$ cat config.mk
export PLATFORM = sky130hd
export DESIGN_NAME = gated_count_timer
export DESIGN_NICKNAME = d
export VERILOG_FILES = /design/src/gated_timer_pkg.sv /design/src/prescale_divider.sv /design/src/gated_count_timer.sv
export SDC_FILE = /design/constraint.sdc
export NUM_CORES = 1
export LEC_CHECK = 0
export BUFFER_PORTS_ARGS = -buffer_cell sky130_fd_sc_hd__buf_2
export CORE_ASPECT_RATIO = 1.1
export CORE_MARGIN = 2
export CORE_UTILIZATION = 52
export DETAILED_ROUTE_END_ITERATION = 10
export GPL_ROUTABILITY_DRIVEN = 1
export PLACE_DENSITY_LB_ADDON = 0.1
export SYNTH_ARGS = -nofsm -noshare
export SYNTH_HDL_FRONTEND = slang
export SYNTH_SLANG_ARGS = --single-unit
$ cat constraint.sdc
create_clock -name i_mclk -period 1.7 [get_ports i_mclk]
set_clock_uncertainty 0.05 [all_clocks]
set_input_delay 0.085 -clock i_mclk [delete_from_list [all_inputs] [get_ports i_mclk]]
set_output_delay 0.085 -clock i_mclk [all_outputs]
set_load 0.01 [all_outputs]
$ cat src/gated_timer_pkg.sv
package gated_timer_pkg;
    // bus and datapath widths
    localparam int ADDR_W    = 3;
    localparam int DATA_W    = 8;
    localparam int COUNT_W   = 16;
    localparam int PRESC_W   = 3;
    localparam int PSEL_W    = 2;
    localparam int GSRC_W    = 2;
    localparam int GATE_N    = 4;
    localparam int IRQ_W     = 2;

    // register offsets
    localparam logic [ADDR_W-1:0] ADDR_TIMER_CTRL = 3'h0;
    localparam logic [ADDR_W-1:0] ADDR_GATE_CTRL  = 3'h1;
    localparam logic [ADDR_W-1:0] ADDR_COUNT_LOW  = 3'h2;
    localparam logic [ADDR_W-1:0] ADDR_COUNT_HIGH = 3'h3;
    localparam logic [ADDR_W-1:0] ADDR_IRQ_STATUS = 3'h4;
    localparam logic [ADDR_W-1:0] ADDR_IRQ_CLEAR  = 3'h5;
    localparam logic [ADDR_W-1:0] ADDR_IRQ_ENABLE = 3'h6;

    // timer_control_register fields
    localparam int CTRL_ON_BIT     = 0;
    localparam int CTRL_EXT_BIT    = 1;
    localparam int CTRL_BYPASS_BIT = 2;
    localparam int CTRL_PSEL_LSB   = 4;

    // gate_control_register fields
    localparam int GATE_SRC_LSB    = 0;
    localparam int GATE_VALUE_BIT  = 2;
    localparam int GATE_POL_BIT    = 6;
    localparam int GATE_EN_BIT     = 7;

    // interrupt status bits
    localparam int IRQ_OVF_BIT     = 0;
    localparam int IRQ_GATE_BIT    = 1;

    // reset values and limits
    localparam logic [DATA_W-1:0]  CTRL_RESET  = 8'h00;
    localparam logic [DATA_W-1:0]  GATE_RESET  = 8'h00;
    localparam logic [COUNT_W-1:0] COUNT_RESET = 16'h0000;
    localparam logic [COUNT_W-1:0] COUNT_MAX   = 16'hFFFF;
    localparam logic [PRESC_W-1:0] PRESC_RESET = 3'h0;
    localparam logic [IRQ_W-1:0]   IRQ_RESET   = 2'h0;
    localparam logic [DATA_W-1:0]  DATA_ZERO   = 8'h00;
    localparam logic [DATA_W-1:0]  CTRL_MASK   = 8'h37;
    localparam logic [DATA_W-1:0]  GATE_MASK   = 8'hC3;
endpackage

$ cat src/prescale_divider.sv
`timescale 1ns/1ps
// divides count ticks by 1, 2, 4 or 8
module prescale_divider
    import gated_timer_pkg::*;
(
    input  wire logic                                 i_mclk,
    input  wire logic                                 i_reset_n,
    input  wire logic                                 i_tick,
    input  wire logic                                 i_clear,
    input  wire logic [gated_timer_pkg::PSEL_W-1:0]   i_select,
    output logic      [gated_timer_pkg::PRESC_W-1:0]  o_count,
    output logic                                      o_tick
);
    logic [PRESC_W-1:0] count;       // hidden prescale counter
    logic [PRESC_W-1:0] next_count;
    logic [PRESC_W-1:0] mask;        // ratio minus one
    logic               wrap;        // last tick of a division

    // mask is 0, 1, 3 or 7 for a ratio of 1, 2, 4 or 8
    always_comb begin
        mask       = PRESC_W'((4'h1 << i_select) - 4'h1);
        wrap       = i_tick && ((count & mask) == mask);
        next_count = count;
        if (i_clear) begin
            next_count = PRESC_RESET;
        end else if (wrap) begin
            next_count = PRESC_RESET;
        end else if (i_tick) begin
            next_count = count + 3'h1;
        end
    end

    // register the counter only
    always_ff @(posedge i_mclk or negedge i_reset_n) begin
        if (!i_reset_n) begin
            count <= PRESC_RESET;
        end else begin
            count <= next_count;
        end
    end

    // a clear in the same cycle still lets the tick through
    assign o_tick  = wrap;
    assign o_count = count;
endmodule

$ cat src/gated_count_timer.sv
// The strobed register port and the address map were chosen for this implementation.
`timescale 1ns/1ps
// How it works
// - prescaler divides count clock by 1/2/4/8
// - prescaler hidden, cleared by count byte write
// - bypass bit skips external clock synchroniser
// - async external mode counts and wakes in sleep
// - mode switch may drop or add one increment
// - count byte reads always return valid value
// - gate enable bit and polarity bit gate counting
// - gated mode counts on count clock rising edge
// - without gate, count every count clock tick
// - polarity picks active gate level for counting
// - gate input chosen from several sources
module gated_count_timer
    import gated_timer_pkg::*;
(
    input  wire logic                                 i_mclk,
    input  wire logic                                 i_reset_n,
    input  wire logic [gated_timer_pkg::ADDR_W-1:0]   i_addr,
    input  wire logic [gated_timer_pkg::DATA_W-1:0]   i_wdata,
    input  wire logic                                 i_wr,
    input  wire logic                                 i_rd,
    input  wire logic                                 i_ext_clk,
    input  wire logic [gated_timer_pkg::GATE_N-1:0]   i_gate_input,
    input  wire logic                                 i_sleep,
    output logic      [gated_timer_pkg::DATA_W-1:0]   o_rdata,
    output logic                                      o_irq,
    output logic                                      o_wake
);
    // software-visible state
    logic [DATA_W-1:0]  ctrl;           // timer_control_register
    logic [DATA_W-1:0]  gate_ctrl;      // gate_control_register
    logic [COUNT_W-1:0] count;          // count_high_byte:count_low_byte
    logic [IRQ_W-1:0]   status;         // sticky events
    logic [IRQ_W-1:0]   irq_enable;     // interrupt enables
    logic [DATA_W-1:0]  next_ctrl;
    logic [DATA_W-1:0]  next_gate_ctrl;
    logic [COUNT_W-1:0] next_count;
    logic [IRQ_W-1:0]   next_status;
    logic [IRQ_W-1:0]   next_irq_enable;
    logic [DATA_W-1:0]  next_rdata;
    logic               next_irq;
    logic               next_wake;

    // count clock path state
    logic               ext_s1;         // synchroniser stage one
    logic               ext_s2;         // synchroniser stage two
    logic               ext_prev;       // previous selected level
    logic               gate_prev;      // previous gate activity
    logic               ext_src;        // selected external level
    logic               raw_tick;       // count clock rising edge
    logic               count_tick;     // tick allowed by gate etc
    logic               presc_tick;     // tick after the prescaler
    logic [PRESC_W-1:0] presc_count;    // watched by checks only
    logic               gate_level;     // selected gate source
    logic               gate_active;    // gate level after polarity
    logic               run_in_sleep;   // mode that survives sleep
    logic               count_write;    // write to either byte
    logic               wr_low;
    logic               wr_high;
    logic [IRQ_W-1:0]   events;

    // decoded control fields
    logic               timer_on;
    logic               ext_select;
    logic               sync_bypass;
    logic [PSEL_W-1:0]  prescale_select;
    logic [GSRC_W-1:0]  gate_select;
    logic               gate_enable_bit;
    logic               gate_polarity_bit;

    assign timer_on          = ctrl[CTRL_ON_BIT];
    assign ext_select        = ctrl[CTRL_EXT_BIT];
    assign sync_bypass       = ctrl[CTRL_BYPASS_BIT];
    assign prescale_select   = ctrl[CTRL_PSEL_LSB +: PSEL_W];
    assign gate_select       = gate_ctrl[GATE_SRC_LSB +: GSRC_W];
    assign gate_enable_bit   = gate_ctrl[GATE_EN_BIT];
    assign gate_polarity_bit = gate_ctrl[GATE_POL_BIT];

    // external clock synchroniser and previous-level flops; stage one feeds stage two only
    always_ff @(posedge i_mclk or negedge i_reset_n) begin
        if (!i_reset_n) begin
            ext_s1    <= 1'b0;
            ext_s2    <= 1'b0;
            ext_prev  <= 1'b0;
            gate_prev <= 1'b0;
        end else begin
            ext_s1    <= i_ext_clk;
            ext_s2    <= ext_s1;
            ext_prev  <= ext_src;
            gate_prev <= gate_active;
        end
    end

    // count clock and gate qualification
    always_comb begin
        // bypass takes the pin straight, two cycles less latency;
        // the pin must then be clean to this clock
        ext_src = sync_bypass ? i_ext_clk : ext_s2;
        // toggling the bypass shifts latency by two cycles, so the
        // edge detector may miss or repeat one edge
        raw_tick = ext_select ? (ext_src && !ext_prev)
                              : 1'b1;  // internal: every mclk
        gate_level  = i_gate_input[gate_select];
        gate_active = gate_polarity_bit ? gate_level
                                        : !gate_level;
        // only the async external mode has a clock in sleep
        run_in_sleep = ext_select && sync_bypass;
        count_tick = timer_on && raw_tick
                  && (!gate_enable_bit || gate_active)
                  && (!i_sleep || run_in_sleep);
    end

    prescale_divider u_prescale (
        .i_mclk    (i_mclk),
        .i_reset_n (i_reset_n),
        .i_tick    (count_tick),
        .i_clear   (count_write),
        .i_select  (prescale_select),
        .o_count   (presc_count),
        .o_tick    (presc_tick)
    );

    // register file and counter next values
    always_comb begin
        wr_low          = i_wr && (i_addr == ADDR_COUNT_LOW);
        wr_high         = i_wr && (i_addr == ADDR_COUNT_HIGH);
        count_write     = wr_low || wr_high;
        next_ctrl       = ctrl;
        next_gate_ctrl  = gate_ctrl;
        next_irq_enable = irq_enable;
        next_count      = count;
        events          = IRQ_RESET;
        if (i_wr && i_addr == ADDR_TIMER_CTRL) begin
            next_ctrl = i_wdata & CTRL_MASK;
        end
        if (i_wr && i_addr == ADDR_GATE_CTRL) begin
            next_gate_ctrl = i_wdata & GATE_MASK;
        end
        if (i_wr && i_addr == ADDR_IRQ_ENABLE) begin
            next_irq_enable = i_wdata[IRQ_W-1:0];
        end
        // a write wins over a coinciding increment; software
        // should stop the timer first
        if (count_write) begin
            if (wr_low) begin
                next_count[7:0] = i_wdata;
            end
            if (wr_high) begin
                next_count[15:8] = i_wdata;
            end
        end else if (presc_tick) begin
            next_count = count + 16'h0001;
            if (count == COUNT_MAX) begin
                events[IRQ_OVF_BIT] = 1'b1;
            end
        end
        // gate closing while gated marks end of a measurement
        if (gate_enable_bit && timer_on && gate_prev && !gate_active) begin
            events[IRQ_GATE_BIT] = 1'b1;
        end
        // sticky flags; a new event beats a same-cycle clear
        next_status = status;
        if (i_wr && i_addr == ADDR_IRQ_CLEAR) begin
            next_status = status & ~i_wdata[IRQ_W-1:0];
        end
        next_status = next_status | events;
        next_irq    = |(next_status & next_irq_enable);
        // overflow in sleep wakes the core when the overflow interrupt is enabled
        next_wake   = events[IRQ_OVF_BIT] && i_sleep
                   && next_irq_enable[IRQ_OVF_BIT];
    end

    // read mux; count is one clock domain so bytes are never torn
    always_comb begin
        next_rdata = DATA_ZERO;
        if (i_rd) begin
            case (i_addr)
                ADDR_TIMER_CTRL: next_rdata = ctrl;
                ADDR_GATE_CTRL: begin
                    next_rdata = gate_ctrl;
                    next_rdata[GATE_VALUE_BIT] = gate_active;
                end
                ADDR_COUNT_LOW:  next_rdata = count[7:0];
                ADDR_COUNT_HIGH: next_rdata = count[15:8];
                ADDR_IRQ_STATUS: next_rdata = {6'h00, status};
                ADDR_IRQ_ENABLE: next_rdata = {6'h00, irq_enable};
                default:         next_rdata = DATA_ZERO;
            endcase
        end
    end

    // register the software-visible state and outputs
    always_ff @(posedge i_mclk or negedge i_reset_n) begin
        if (!i_reset_n) begin
            ctrl       <= CTRL_RESET;
            gate_ctrl  <= GATE_RESET;
            count      <= COUNT_RESET;
            status     <= IRQ_RESET;
            irq_enable <= IRQ_RESET;
            o_rdata    <= DATA_ZERO;
            o_irq      <= 1'b0;
            o_wake     <= 1'b0;
        end else begin
            ctrl       <= next_ctrl;
            gate_ctrl  <= next_gate_ctrl;
            count      <= next_count;
            status     <= next_status;
            irq_enable <= next_irq_enable;
            o_rdata    <= next_rdata;
            o_irq      <= next_irq;
            o_wake     <= next_wake;
        end
    end

    // checks
    wrap_to_zero_a: assert property (
        @(posedge i_mclk) disable iff (!i_reset_n)
        presc_tick && !count_write && count == COUNT_MAX
        |=> count == COUNT_RESET && status[IRQ_OVF_BIT])
        else $error("count did not wrap with overflow flag");

    prescale_clear_a: assert property (
        @(posedge i_mclk) disable iff (!i_reset_n)
        count_write |=> presc_count == PRESC_RESET)
        else $error("prescaler not cleared by count write");

    divide_one_a: assert property (
        @(posedge i_mclk) disable iff (!i_reset_n)
        prescale_select == 2'h0 && count_tick |-> presc_tick)
        else $error("divide by one dropped a tick");

    divide_eight_a: assert property (
        @(posedge i_mclk) disable iff (!i_reset_n)
        presc_tick && prescale_select == 2'h3 |-> presc_count == 3'h7)
        else $error("divide by eight ticked early");

    gate_hold_a: assert property (
        @(posedge i_mclk) disable iff (!i_reset_n)
        gate_enable_bit && gate_level != gate_polarity_bit
        |-> !count_tick ##1 count == $past(count) || $past(count_write))
        else $error("counter moved while gate inactive");

    ungated_run_a: assert property (
        @(posedge i_mclk) disable iff (!i_reset_n)
        !gate_enable_bit && timer_on && raw_tick && !i_sleep
        |-> count_tick)
        else $error("ungated timer missed a tick");

    sleep_stop_a: assert property (
        @(posedge i_mclk) disable iff (!i_reset_n)
        i_sleep && !(ext_select && sync_bypass) |-> !count_tick)
        else $error("synchronous mode counted in sleep");

    irq_level_a: assert property (
        @(posedge i_mclk) disable iff (!i_reset_n)
        ##1 o_irq == |($past(next_status) & $past(next_irq_enable))
        && (o_irq || !(|(status & irq_enable))))
        else $error("interrupt level disagrees with flags");

    count_read_a: assert property (
        @(posedge i_mclk) disable iff (!i_reset_n)
        i_rd && i_addr == ADDR_COUNT_HIGH
        |=> o_rdata == $past(count[15:8]))
        else $error("high count byte read wrong");

    // synchronised path: a tick needs the pin high two cycles back
    sync_delay_a: assert property (
        @(posedge i_mclk) disable iff (!i_reset_n)
        ext_select && !sync_bypass && raw_tick
        |-> $past(i_ext_clk, 2))
        else $error("synchronised tick without earlier pin edge");

    // bypassed path: the raw pin edge is the tick, no delay
    bypass_direct_a: assert property (
        @(posedge i_mclk) disable iff (!i_reset_n)
        ext_select && sync_bypass && $past(sync_bypass)
        |-> raw_tick == (i_ext_clk && !$past(i_ext_clk)))
        else $error("bypassed pin edge not seen at once");

    // byte writes land even over a coinciding increment
    low_write_a: assert property (
        @(posedge i_mclk) disable iff (!i_reset_n)
        wr_low |=> count[7:0] == $past(i_wdata))
        else $error("low count byte write lost");

    high_write_a: assert property (
        @(posedge i_mclk) disable iff (!i_reset_n)
        wr_high |=> count[15:8] == $past(i_wdata))
        else $error("high count byte write lost");

    // count only moves on a prescaled tick or a write
    count_hold_a: assert property (
        @(posedge i_mclk) disable iff (!i_reset_n)
        !presc_tick && !count_write |=> $stable(count))
        else $error("count moved without a tick or write");

    // overflow flag stays until software clears it
    status_sticky_a: assert property (
        @(posedge i_mclk) disable iff (!i_reset_n)
        status[IRQ_OVF_BIT]
        && !(i_wr && i_addr == ADDR_IRQ_CLEAR && i_wdata[IRQ_OVF_BIT])
        |=> status[IRQ_OVF_BIT])
        else $error("overflow flag dropped without a clear");

    // a wake pulse only follows an overflow taken in sleep
    wake_cause_a: assert property (
        @(posedge i_mclk) disable iff (!i_reset_n)
        o_wake |-> $past(i_sleep) && $past(presc_tick)
                && $past(count) == COUNT_MAX)
        else $error("wake pulse without overflow in sleep");
endmodule

# ---- After elaboration in Yosys (flattened, before gate mapping)
# Cells that the tools add are included.
dict set report totals {
  regBits 46
  in_bits 21
  output_inout_bits 10
  elab_cells 85
}
dict set report op_classes {
  addsub 3
  order_cmp 1
  n_eq_ne 10
  shift 1
  n_mux 20
  bitwise 5
  reduce_logical 31
}
# operator n
set ops {}
lappend ops {{$pmux W8 S6} 1}
lappend ops {{$mux W16} 2}
lappend ops {{$mux W8} 3}
lappend ops {{$logic_and A1 B1 Y1} 17}
lappend ops {{$add A16 B1 Y16 const B} 1}
lappend ops {{$eq A16 B16 Y1 const B} 1}
lappend ops {{$eq A3 B3 Y1 const B} 3}
lappend ops {{$mux W3} 3}
lappend ops {{$mux W1} 8}
lappend ops {{$eq A3 B2 Y1 const B} 2}
lappend ops {{$logic_not A1 Y1} 5}
lappend ops {{$and A2 B2 Y2} 2}
lappend ops {{$mux W2} 2}
lappend ops {{$ne A2 B1 Y1 const B} 2}
lappend ops {{$reduce_and A2 Y1} 2}
lappend ops {{$add A3 B1 Y3 const B} 1}
lappend ops {{$and A3 B3 Y3} 1}
lappend ops {{$eq A3 B1 Y1 const B} 1}
lappend ops {{$eq A3 B3 Y1} 1}
lappend ops {{$logic_not A3 Y1} 1}
lappend ops {{$logic_or A1 B1 Y1} 3}
lappend ops {{$lt A2 B3 Y1 const B} 1}
lappend ops {{$reduce_bool A3 Y1} 1}
lappend ops {{$shl A1 B2 Y3 const A} 1}
lappend ops {{6 further kinds} 6}

# ---- Depth between registers and ports, before layout
dict set report logic_depth {
  word_depth 13
  depth_mapped 9
  ltp_nobuf 6
}

# ---- Hierarchy
# A second synthesis with hierarchy kept.
dict set report hier_totals {
  cells_unflattened 253
  area_unflattened_um2 2493.6
}
# mod instances cells_each area_per_inst_um2
set by_module_without_submodules {}
lappend by_module_without_submodules {gated_count_timer 1 236 2314.7}
lappend by_module_without_submodules {prescale_divider 1 17 178.9}

# ---- Least setup slack after synthesis
# Ideal clock, no wire load.
dict set report synth_timing {
  path_type {reg-to-reg}
  from {reg gate_ctrl[1]}
  to {reg count[12]}
  setup_time_ns 0.126
  arrival_time_ns 1.642
  t_required_ns 1.524
  slack_ns -0.119
  path_stages_with_launch 8
  synth_period_minus_slack_ns 1.819
  path_cell_list {dfrtp_1 mux2i_1 xor2_1 o221ai_2 or2_1 buf_6 o32ai_1 nor2_1}
}
dict set report synth_via {
  elab_chain_len 10
}
# element line_no
set synth_lines {}
lappend synth_lines {{from (decl)} gated_count_timer.sv:33} ;# logic [DATA_W-1:0] gate_ctrl;
lappend synth_lines {{from (signal assigned)} gated_count_timer.sv:207} ;# gate_ctrl <= next_gate_ctrl;
lappend synth_lines {{$bmux W1 S2 (*)} gated_count_timer.sv:105} ;# gate_level = i_gate_input[gate_select];
lappend synth_lines {{$mux W1 (implied by the code) (*)} gated_count_timer.sv:105}
lappend synth_lines {{$logic_not A1 Y1} gated_count_timer.sv:107} ;# : !gate_level;
lappend synth_lines {{$mux W1 (*)} gated_count_timer.sv:106} ;# gate_active = gate_polarity_bit ? gate_level
lappend synth_lines {{$logic_or A1 B1 Y1 (*)} gated_count_timer.sv:111} ;# && (!gate_enable_bit || gate_active)
lappend synth_lines {{$logic_and A1 B1 Y1 (*)} gated_count_timer.sv:111}
lappend synth_lines {{$logic_and A1 B1 Y1 (*)} gated_count_timer.sv:112} ;# && (!i_sleep || run_in_sleep);
lappend synth_lines {{$logic_and A1 B1 Y1 (*)} prescale_divider.sv:22} ;# wrap = i_tick && ((count & mask) == mask);
lappend synth_lines {{$reduce_bool A2 Y1 (no line) (*)} n/a}
lappend synth_lines {{$reduce_and A2 Y1 (no line) (*)} n/a}
lappend synth_lines {{to (signal assigned)} gated_count_timer.sv:208} ;# count <= next_count;
lappend synth_lines {{to (decl)} gated_count_timer.sv:34} ;# logic [COUNT_W-1:0] count;
# Every way passes the cells marked *; elsewhere a longest branch is shown, timed or not. The select of a mux whose other input is x is not followed.
# A chain may end at the register's enable or synchronous reset.

# ---- Worst setup path after layout
dict set report layout_timing {
  from {reg gate_ctrl[1]}
  to {reg count[2]}
}
# The elaborated chain is that of the path after synthesis.

==> impl_metrics.tcl <==
set metrics [dict create \
    die_h_um 77.8 \
    initial_core_util_pct 54.6 \
    endpoint_kind "register" \
    slew_headroom_pct 62.1 \
    grtUsageTotal_pct 26.4 \
    clk_pin_slew_ps 90 \
    cts_root_buffer "clkbuf_8" \
    io_buffer_count 30 \
    cp_slowest_cell "dfrtp_2" \
    rows 26 \
    synth-xor-area-share_pct 1.02 \
    layout.nets 355 \
    die_x_um 71.1 \
    yosysMostFrequentCell "dfrtp_1" \
    core_area_um2 4720 \
    drt_iter0_markers 236 \
    final_core_util_pct 71.4 \
    r2r_setup_slack_ps -310 \
    ys_types 55 \
    crit_start "gate_ctrl[1]" \
    ir_drop_mv 0.660 \
    yosysSeqAreaShare_pct 44.7 \
    vias 2313 \
    setup_violations 23 \
    dr.pass1.iters 4 \
    worstPathRequired_ps 1830 \
    cts_sinks 46 \
    grt_pass1_wl_um 11300 \
    violations "negative setup slack" \
    cts_buffers 5 \
    synth_simple_gate_area_share_pct 17.5 \
    power_density_nw_per_um2 1150 \
    synth-warning-count 0 \
    synth_ff_type "dfrtp_1" \
    synth.area.mux_share_pct 12.7 \
    htreeDepth 2 \
    grt_max_degree 47 \
    grt_antenna_before_repair 0 \
    final-hold-violation-count 0 \
    ys_seq_elements 46 \
    r2r-start "gate_ctrl[1]" \
    clkLatencyLatePin_ps 300 \
    hold_path_depth 2 \
    slew_viol_final 0 \
    route.detailed.drc 0 \
    synth_area_leaders "dfrtp_1 (45%), mux2_2 (5.7%), mux2i_1 (4.3%)" \
    path_class "register to register" \
    synth_area_per_cell_um2 10.3 \
    yosys.area.top_type_share_pct 44.7 \
    leakage_uw 0.00155 \
    max_cap_viol_count 0 \
    drt-vias-per-instance 5.95 \
    holdPathEnd "gate_ctrl[7]" \
    die_area_um2 5530 \
    wirelength_um 6960 \
    overflow 0 \
    stdcell_count 389 \
    hp-start "i_wdata[7]" \
    grt_pass1_vias 2287 \
    synth_top_family_by_area "compound AO/OA/AOI/OAI gates" \
    critPathArrivalTime_ps 2140 \
    wl_per_cell_um 17.9 \
    reg2reg_to "count[2]" \
    path_cells "mux2i_2 -> xor2_1 -> o221ai_2 -> buf_6 -> nor2_4 -> buf_12 -> nand3_1 -> nor3b_2" \
    syn_inst 250 \
    gp_congestion 0.937 \
    synth_nets 273 \
    reg2reg_depth 8 \
    diodes 0 \
    area_delta_synth_final_pct 30.7 \
    status "finished with violations" \
    post-place-cells 371 \
    drtAntennaViolNets 0 \
    worst_slack_ps -308 \
    dp_hpwl_um 4990 \
    synth_edf_count 0 \
    min_path_type "input pin to register" \
    cp-start-kind "register" \
    synth_fa_ha_area_share_pct 0.972 \
    cpPeakStageDelay_ps 420 \
    worst_pin_slew_ps 568 \
    min_period_over_period_pct 118 \
    tns_ps -5200 \
    fin_crit_ps 2010 \
    ys_async_sr_fraction_pct 100 \
    rsz0062_at_grt "true" \
    clockBufferDepth 2 \
    cts_tree "yes" \
    syn_area_um2 2570 \
    yosysTopAreaCell "dfrtp_1" \
    fmax_mhz 498 \
    synth_compound_area_share_pct 18.1 \
    cp_max_fo 11 \
    drive_gt1_share_pct 41.1 \
    yosys-top-cells-count "dfrtp_1 (46), nor2_1 (24), nand2_1 (23)" \
    ios 31 \
]
-- cell families (layout without fill, tap and decap cells) --
| group | count (synthesis) | after routing |
|---|---|---|
| compound gates | 65 | 65 |
| xor+xnor | 3 | 3 |
| fa+ha+maj | 2 | 2 |
| buf+inv | 17 | 100 |
| flops | 46 | 46 |
| mux | 27 | 27 |
| simple gates | 90 | 90 |
-- report_power, final --
group,switching (uW),internal (uW),leakage (uW)
Combinational,738,780,0.000921
Clock,371,439,0.0000514
Sequential,178,1360,0.000576
Total,1290,2580,0.00155
-- registers in the layout (all words and copies together), names as in the netlist --
register / cells
ext_s1: 1
o_irq: 1
o_rdata: 8
o_wake: 1
status: 2
ctrl: 5
ext_prev: 1
gate_prev: 1
irq_enable: 2
count: 16
u_prescale.o_count: 3
gate_ctrl: 4
ext_s2: 1
-- how the worst max path moves through the flow --
stage / to / slack, ps / cells past startpoint
after floorplan: count[15] / -80 / 8
after global placement: count[2] / -240 / 8
after detailed placement: count[2] / -290 / 8
after CTS: count[9] / -260 / 8
after global routing: count[9] / -460 / 8
final: count[2] / -310 / 8
-- cell type report --
| cell class | count | area, um2 |
|---|---|---|
| multi-input cells | 187 | 1400 |
| fillers | 354 | 1350 |
| flip-flops and latches | 46 | 1150 |
| repair buffers | 88 | 616 |
| clock buffers | 6 | 72.6 |
| well taps | 56 | 70.1 |
| clock inverters | 2 | 37.5 |
| inverters | 4 | 15.0 |
-- repair_timing --
item                                    CTS  global route
resized for setup                         9            14
pin swaps                                12             9
hold endpoints to repair                 50             0
hold buffers                              4             0
endpoints found under the setup margin   23            24
buffers inserted                          4             3
-- cells in the final DEF, fill, tap and decap left out, types with 3 or more instances in the layout --
| master | n |
|---|---|
| dfrtp_1 | 45 |
| mux2i_1 | 9 |
| a211oi_2 | 3 |
| clkbuf_8 | 5 |
| nor2b_1 | 5 |
| buf_2 | 30 |
| o21ai_1 | 3 |
| o22ai_1 | 7 |
| o21ai_0 | 5 |
| a31oi_1 | 3 |
| nor3_1 | 3 |
| and3_1 | 6 |
| nand3_1 | 7 |
| a21oi_2 | 3 |
| a21oi_1 | 17 |
| mux2_2 | 13 |
| dlygate4sd3_1 | 4 |
| buf_4 | 51 |
| nor3b_1 | 4 |
| inv_1 | 3 |
| nor2_1 | 24 |
| nand2_1 | 23 |
-- per-stage QoR --
step	hold slack (ps)	power (uW)	instance area [um2]	setup slack, ps
global placement	155	2860	3070	-237
floorplan	-261	2300	2590	-81.3
CTS	13.5	3770	3280	-255
finish	21.2	3870	3370	-308
detailed placement	156	2890	3070	-287
global route	28.5	4110	3370	-461
-- routing by layer --
layer	part of all wire, %	vias to the layer above	track usage [%]	routed length (um)
li1	-	1088	-	-
met1	43	1103	36.0	2970
met2	48	102	42.1	3360
met3	6.8	20	4.29	470
met4	2.3	0	9.81	159
met5	0	-	0	0
-- worst max-delay path, delay by kind of cell (launching register included) --
family          cells  cell delay, ps
flops               1             420
simple gates        3             350
buf+inv             2             330
compound gates      1             200
mux                 1             270
xor+xnor            1             270
Note: power is estimated with default switching activity, not from simulation.
